## config.mk

```make
export PLATFORM = sky130hd
export DESIGN_NAME = cfg_loader_ctrl
export DESIGN_NICKNAME = d
export VERILOG_FILES = /design/src/core/cfg_loader_pkg.sv /design/src/core/cfg_loader_ctrl.sv
export VERILOG_INCLUDE_DIRS = /design/src /design/src/core
export SDC_FILE = /design/constraint.sdc
export NUM_CORES = 1
export LEC_CHECK = 0
export CAP_MARGIN = 30
export CORE_MARGIN = 3
export CORE_UTILIZATION = 56
export DETAILED_ROUTE_END_ITERATION = 16
export DONT_BUFFER_PORTS = 1
export PLACE_DENSITY = 0.71
export SLEW_MARGIN = 10
export SYNTH_ARGS = -nofsm -noshare
export SYNTH_HDL_FRONTEND = slang
export SYNTH_SLANG_ARGS = --single-unit
```

## constraint.sdc

```tcl
create_clock -name i_core_clk -period 4.8 [get_ports i_core_clk]
set_clock_uncertainty 0.2 [all_clocks]
set_input_delay 0.48 -clock i_core_clk [delete_from_list [all_inputs] [get_ports i_core_clk]]
set_output_delay 0.48 -clock i_core_clk [all_outputs]
set_load 0.03 [all_outputs]
```

## src/core/cfg_loader_consts.svh

```systemverilog
// Constants for the configuration loader control block.
// Included by the package and the loader; definitions only.
`ifndef CFG_LOADER_CONSTS_SVH
`define CFG_LOADER_CONSTS_SVH
`define ADDR_W          16
`define DATA_W          8
`define REV_W           2
`define ADDR_ZERO       16'h0000
`define TERMINAL_COUNT  16'hffff
`define CLK_PERIOD_PS   5000
`define DELAY_MIN_US    500
`define DELAY_SER_MAX_US 3000
`define DELAY_PAR_MAX_US 30000
`define DELAY_CYCLES    ((`DELAY_MIN_US * 1000000 + `CLK_PERIOD_PS - 1) / `CLK_PERIOD_PS)
`define DLY_W           24
`endif

```

## src/core/cfg_loader_pkg.sv

```systemverilog
// Types for the configuration loader control block.
// Assumes the constants header is on the include path.
`default_nettype none
`include "cfg_loader_consts.svh"
package cfg_loader_pkg;
    typedef enum logic [1:0] {ST_POWER_UP, ST_DELAY, ST_RUN} pwr_state_t;
    typedef logic [`ADDR_W-1:0] addr_t;
    typedef logic [`DATA_W-1:0] data_t;
    typedef logic [`REV_W-1:0]  rev_t;
endpackage
`default_nettype wire

```

## src/core/cfg_loader_ctrl.sv

```systemverilog
// Reset, standby and address control of a configuration memory.
// Assumes pins are asynchronous; reset line is open drain with external pull-up.
//
// Contract
// - Drive the reset line low while power is coming up.
// - After supplies are good, hold reset low a further release delay.
// - Release delay lies within 0.5 to 3 ms serial, 0.5 to 30 ms parallel.
// - Core supply below power-down threshold re-resets until power good again.
// - Reset line is always active low, never invertible.
// - Reset line low or chip select high clears address, cascade high, outputs float.
// - Serial variant releases on core supply alone.
// - Parallel variant also needs the output supply good.
// - Chip select high is standby regardless of the reset line.
// - Serial: increment below terminal count; at it hold, float data, cascade low.
// - Terminal count is the highest address; the address holds there, never wrapping to zero.
// - Parallel: stop at end address with cascade high, at terminal with cascade low.
// - End address is the last address of the selected revision.
// - Busy stalls address with outputs driven, only in parallel uncompressed mode.
// - With revisions, address reset loads the selected bank start.
// - Without revisions, address reset loads zero; forwarded clock floats in reset.
// - Config pulse rising edge samples the revision from pins or internal bits.
`default_nettype none
`include "cfg_loader_consts.svh"
module cfg_loader_ctrl (
    input  wire logic                 i_core_clk,
    input  wire logic                 i_sys_rst,
    input  wire logic                 i_core_supply_good,
    input  wire logic                 i_output_supply_good,
    input  wire logic                 i_parallel_variant,
    input  wire logic                 i_parallel_mode,
    input  wire logic                 i_decompress_en,
    input  wire logic                 i_revision_en,
    input  wire logic                 i_rev_from_pins,
    input  wire cfg_loader_pkg::rev_t i_revision_select_pins,
    input  wire cfg_loader_pkg::rev_t i_rev_internal,
    input  wire cfg_loader_pkg::addr_t i_bank_start [4],
    input  wire cfg_loader_pkg::addr_t i_bank_end   [4],
    input  wire logic                 i_reset_oe_in,
    input  wire logic                 i_chip_select_n,
    input  wire logic                 i_config_pulse_line,
    input  wire logic                 i_busy,
    input  wire logic                 i_cfg_clk,
    input  wire cfg_loader_pkg::data_t i_mem_data,
    output logic                      o_reset_oe_n_o,
    output logic                      o_reset_oe_n_oe,
    output cfg_loader_pkg::addr_t     o_mem_addr,
    output cfg_loader_pkg::data_t     o_data,
    output logic                      o_data_oe,
    output logic                      o_forwarded_clock,
    output logic                      o_forwarded_clock_oe,
    output logic                      o_cascade_enable_out_n,
    output cfg_loader_pkg::rev_t      o_revision
);
    import cfg_loader_pkg::*;

    // Two-stage synchronisers for every pin input
    localparam int NS = 9;
    // Config pulse idles high; its stages start high so reset shows no false rise
    localparam logic [NS-1:0] SYNC_RST = 9'h010;
    logic [NS-1:0] raw_w;
    logic [NS-1:0] s1_r;
    logic [NS-1:0] s2_r;
    assign raw_w = {i_core_supply_good, i_output_supply_good, i_reset_oe_in,
                    i_chip_select_n, i_config_pulse_line, i_busy, i_cfg_clk,
                    i_revision_select_pins};
    genvar g;
    generate
        for (g = 0; g < NS; g++) begin : g_sync
            always_ff @(posedge i_core_clk or posedge i_sys_rst) begin
                if (i_sys_rst) begin
                    s1_r[g] <= SYNC_RST[g];
                    s2_r[g] <= SYNC_RST[g];
                end else begin
                    s1_r[g] <= raw_w[g];
                    s2_r[g] <= s1_r[g];
                end
            end
        end
    endgenerate

    wire core_ok_w  = s2_r[8];
    wire out_ok_w   = s2_r[7];
    wire line_hi_w  = s2_r[6];
    wire cs_n_w     = s2_r[5];
    wire cfp_w      = s2_r[4];
    wire busy_pin_w = s2_r[3];
    wire cclk_w     = s2_r[2];
    wire rev_t rev_pins_w = s2_r[1:0];

    // Edge detectors read only the second stage
    logic cfp_d_r;
    logic cclk_d_r;
    always_ff @(posedge i_core_clk or posedge i_sys_rst) begin
        if (i_sys_rst) begin
            cfp_d_r  <= 1'b1;
            cclk_d_r <= 1'b0;
        end else begin
            cfp_d_r  <= cfp_w;
            cclk_d_r <= cclk_w;
        end
    end
    wire cfp_rise_w  = cfp_w & ~cfp_d_r;
    wire cclk_rise_w = cclk_w & ~cclk_d_r;

    // Power sequencing; release uses the minimum delay, within every variant's window
    // serial needs core only
    wire pwr_good_w = core_ok_w & (~i_parallel_variant | out_ok_w);
    pwr_state_t pstate_r;
    pwr_state_t pstate_nxt;
    logic [`DLY_W-1:0] dly_r;
    logic [`DLY_W-1:0] dly_nxt;
    localparam logic [`DLY_W-1:0] DLY_LAST = `DLY_W'(`DELAY_CYCLES - 1);
    always_comb begin
        pstate_nxt = pstate_r;
        dly_nxt    = dly_r;
        case (pstate_r)
            ST_POWER_UP: begin
                dly_nxt = '0;
                if (pwr_good_w) begin
                    pstate_nxt = ST_DELAY;
                end
            end
            ST_DELAY: begin
                dly_nxt = dly_r + 1'b1;
                if (dly_r == DLY_LAST) begin
                    pstate_nxt = ST_RUN;
                end
            end
            ST_RUN: begin
                dly_nxt = '0;
            end
            default: pstate_nxt = ST_POWER_UP;
        endcase
        if (!pwr_good_w) begin
            pstate_nxt = ST_POWER_UP;
            dly_nxt    = '0;
        end
    end
    always_ff @(posedge i_core_clk or posedge i_sys_rst) begin
        if (i_sys_rst) begin
            pstate_r <= ST_POWER_UP;
            dly_r    <= '0;
        end else begin
            pstate_r <= pstate_nxt;
            dly_r    <= dly_nxt;
        end
    end

    // Revision sample and address sequencing
    // busy only in parallel uncompressed output
    wire busy_w     = i_parallel_variant & i_parallel_mode & ~i_decompress_en & busy_pin_w;
    // reset from line or chip select
    wire in_reset_w = cs_n_w | ~line_hi_w | (pstate_r != ST_RUN);
    wire par_w      = i_parallel_variant;
    // Parallel variant needs config pulse high to count
    wire run_w      = ~in_reset_w & (~par_w | cfp_w);
    rev_t rev_r;
    // sample revision choice on config pulse rise
    wire rev_t rev_pick_w = i_rev_from_pins ? rev_pins_w : i_rev_internal;
    wire rev_t rev_now_w  = cfp_rise_w ? rev_pick_w : rev_r;
    wire rev_ena_w       = par_w & i_revision_en;
    wire addr_t start_w  = rev_ena_w ? i_bank_start[rev_now_w] : `ADDR_ZERO;
    wire addr_t end_w    = i_bank_end[rev_r];
    addr_t addr_r;
    addr_t addr_nxt;
    wire at_tc_w = (addr_r == `TERMINAL_COUNT);
    wire at_ea_w = rev_ena_w & (addr_r == end_w) & ~at_tc_w;
    wire step_w  = run_w & cclk_rise_w & ~busy_w & ~at_tc_w & ~at_ea_w;
    wire pulse_rst_w = par_w & ~in_reset_w & cfp_rise_w;
    assign addr_nxt = (in_reset_w | pulse_rst_w) ? start_w :
                      step_w ? addr_r + 1'b1 : addr_r;

    // Output drive decisions
    wire drive_w  = ~in_reset_w & (busy_w | pulse_rst_w | (run_w & ~at_tc_w & ~at_ea_w));
    wire ceo_lo_w = ~in_reset_w & run_w & at_tc_w & ~busy_w & ~pulse_rst_w;
    always_ff @(posedge i_core_clk or posedge i_sys_rst) begin
        if (i_sys_rst) begin
            rev_r                  <= '0;
            addr_r                 <= '0;
            o_reset_oe_n_o         <= 1'b0;
            o_reset_oe_n_oe        <= 1'b1;
            o_mem_addr             <= '0;
            o_data                 <= '0;
            o_data_oe              <= 1'b0;
            o_forwarded_clock      <= 1'b0;
            o_forwarded_clock_oe   <= 1'b0;
            o_cascade_enable_out_n <= 1'b1;
            o_revision             <= '0;
        end else begin
            rev_r      <= cfp_rise_w ? rev_pick_w : rev_r;
            addr_r     <= addr_nxt;
            o_mem_addr <= addr_nxt;
            o_revision <= rev_now_w;
            o_reset_oe_n_o  <= 1'b0;
            o_reset_oe_n_oe <= (pstate_nxt != ST_RUN);
            // Busy keeps the current value held and driven
            o_data    <= busy_w ? o_data : i_mem_data;
            o_data_oe <= drive_w;
            o_forwarded_clock    <= busy_w ? o_forwarded_clock : cclk_w;
            o_forwarded_clock_oe <= par_w & drive_w;
            o_cascade_enable_out_n <= ~ceo_lo_w;
        end
    end
endmodule
`default_nettype wire

```

==> run_results.csv <==
group,metric,value,unit
sta,finalCritPeriodShare,73.25,%
setup_path,cp-endpoint,"addr_r[15]",
global_routing,grt-ovfl-total,0,
route,wl,12020,um
sta,drv_slew,0,
yosys,synth_cell_types,55,
place,place_congestion,0.8776,
power_and_ir_drop,power.leakage,0.001962,uW
floorplan,fp.dieH,96.92,um
route,drt_pass1_iterations,5,
setup_path,crit_fanout,20,
layout,area_growth,7.757,%
flow_run,max_cap_viol_count,0,
global_routing,grt_first_pass_wirelength,19240,um
global_routing,met1_usage,32.19,%
floorplan,ios,186,
clocking,clock_path_buffers,2,
power_and_ir_drop,vdd_drop_max,0.1818,mV
yosys,synth_seq_area_share,41.76,%
clocking,cts-buffers-inserted,9,
route,ant_nets,0,
clocking,htree_levels,3,
sta,whs,0.06098,ns
global_routing,grt_busiest_layer,"met2",
setup_path,cp-start-kind,"flop",
route,drc,0,
clocking,clock-sinks,77,
floorplan,rows,32,
layout,finalNonFillerCells,545,
clocking,clk_pin_slew,0.08,ns
yosys,synthCells,435,
place,place_ws,1.308,ns
global_routing,grt_pass1_vias,3640,
setup_path,cp-startpoint,"rev_r[1]",
setup_path,critPathRequiredTime,4.85,ns
layout,fin_nets,595,
power_and_ir_drop,power_density,300.3,nW/um^2
clocking,root_buffer,"clkbuf_8",
setup_path,ff2ff_path_depth,8,
sta,hold_viol,0,
sta,tightest_slew,0.8092,ns
yosys,synth_area_leaders,"dfrtp_1 39%, mux4_2 9.2%, xnor2_1 4.2%",
yosys,yosysWarnings,0,
setup_path,worstSetupPathType,"flop to flop",
global_routing,met2_usage,43.95,%
floorplan,core_area,7888,sq um
floorplan,initial_core_util,58.69,%
sta,maxSlewHeadroom,45.92,%
place,dp_cells,520,
route,routedWlPerCell,22.06,um
yosys,yosys.area.top_type,"dfrtp_1",
sta,fin_tns_setup,0,ns
floorplan,die-area,9393,sq um
route,drt_iter0_markers,261,
place,dp_hpwl,9230,um
layout,final_layout_size_suffix_gt1_share,14.67,%
global_routing,grt_usage,25.71,%
clocking,clk_latency,0.36,ns
yosys,ys_ff_latch,77,
clocking,cts_tree,"yes",
setup_path,rrSetupSlack,1.28,ns
layout,fin_util,63.25,%
route,via_per_inst,6.609,
place,port_buffers,0,
global_routing,globalRouteMet3Util,7.426,%
layout,fill_cells,662,
yosys,syn_area,4629,sq um
sta,rsz0062_at_grt,"false",
yosys,syn-mean-instance-area,10.64,sq um
floorplan,die_x,96.92,um
sta,setup_viol,0,
status,status,"complete, no violations",
setup_path,timing.rr.start,"rev_r[1]",
global_routing,antenna_found_initial,0,
sta,finalCriticalPeriod,3.516,ns
yosys,synth_edf_count,0,
route,num_vias,3602,
setup_path,crit_path_end_kind,"flop",
clocking,cts_setup_buffers,0,
global_routing,grt_max_degree,43,
setup_path,rr_endpoint,"addr_r[15]",
yosys,synth_top_area_share,38.92,%
sta,finalWorstSetupSlack,1.284,ns
yosys,synthArstFlopShare,100.0,%
yosys,synth_nets,591,
yosys,synth-main-ff-cell,"dfrtp_1",
setup_path,critPathArrivalTime,3.56,ns
sta,max_freq,284.4,MHz
layout,antenna_cells,0,
worst_hold_path,worstHoldPathType,"input pin to flop",
-- cells by family after synthesis --
| logic type | synth area share, % |
|---|---|
| AOI/OAI and AO/OA | 7.352 |
| xor gates and xnor gates | 7.000 |
| adders and majority gates | 0.5405 |
| buffers and inverters | 4.000 |
| DFF | 41.76 |
| muxes | 19.76 |
| other | 0.08100 |
| and+or+nand+nor | 19.51 |
-- sequential cells by signal, indices dropped and copies added (netlist names), 2 cells and up --
| name | flops |
|---|---|
| addr_r | 16 |
| rev_pins_w | 2 |
| rev_r | 2 |
| pstate_r | 2 |
| dly_r | 24 |
| o_data | 8 |
| s1_r | 9 |
-- worst min path at each step --
stage / start / slack (ns) / endpoint / cells after the start
detailed placement: s1_r[5] / 0.14 / cs_n_w / 0
global route: i_mem_data[6] / 0.04 / o_data[6] / 1
floorplan: s1_r[3] / 0.13 / busy_pin_w / 0
global placement: s1_r[8] / 0.13 / core_ok_w / 0
finish: i_parallel_variant / 0.06 / o_cascade_enable_out_n / 2
CTS: i_parallel_variant / 0.04 / o_cascade_enable_out_n / 2
-- cell usage in the layout (no fill, tap or decap), types with 15 or more instances in the layout --
| master | n |
|---|---|
| dfrtp_1 | 72 |
| nor2_1 | 45 |
| nand2_1 | 39 |
| nand3_1 | 24 |
| xnor2_1 | 22 |
| mux4_2 | 19 |
| mux2i_1 | 19 |
| nand4_1 | 18 |
| nor3_1 | 18 |
| inv_1 | 15 |
| xor2_1 | 15 |
-- synthesized netlist by cell type, types with 8 or more instances --
| cell | n |
|---|---|
| nor2_1 | 45 |
| mux2i_1 | 19 |
| nand4_1 | 18 |
| dfrtp_1 | 72 |
| mux2_2 | 10 |
| mux4_2 | 19 |
| xnor2_1 | 22 |
| clkbuf_1 | 11 |
| nand2_1 | 39 |
| nor3_1 | 18 |
| xor2_1 | 15 |
| inv_1 | 16 |
| and3_1 | 8 |
| nand3_1 | 24 |
-- metrics by stage --
step	total power (uW)	area, sq um
floorplan	958.1	4629
global placement	1005	4678
detailed placement	1016	4693
CTS	1514	4989
global route	1569	4989
finish	1498	4989
-- metal layers --
metal  part of all wire (%)  routed length [um]
met2                     51                6120
met1                     39                4671
met3                    8.3                1001
met4                    1.9                 230
met5                      0                   0
-- repair_timing --
action	4_1_cts	5_1_grt
hold endpoints to repair	48	0
hold buffers	10	0
resized for setup	0	0
-- cell type report --
cell class / count / area [sq um] / area share (%)
clock buffers: 9 / 123.9 / 2.483
clock inverters: 6 / 71.32 / 1.430
well taps: 102 / 127.6 / 2.558
flip-flops and latches: 77 / 1933 / 38.75
multi-input cells: 319 / 2519 / 50.49
inverters: 16 / 61.31 / 1.229
repair buffers: 16 / 152.6 / 3.060
-- where the power goes --
| group | internal [uW] | switching [uW] |
|---|---|---|
| Combinational | 135 | 121 |
| Sequential | 675 | 77.8 |
| Clock | 242 | 249 |
-- worst max-delay path: stages, from the launching register on --
cell and delay [ns]:
dfrtp_1 0.76, buf_4 0.36, mux2i_1 0.29, nand2_1 0.09, a32o_1 0.27, or4_4 0.53
or3_4 0.46, and2_1 0.22, o311ai_1 0.22
Note: power is estimated with default switching activity, not from simulation.
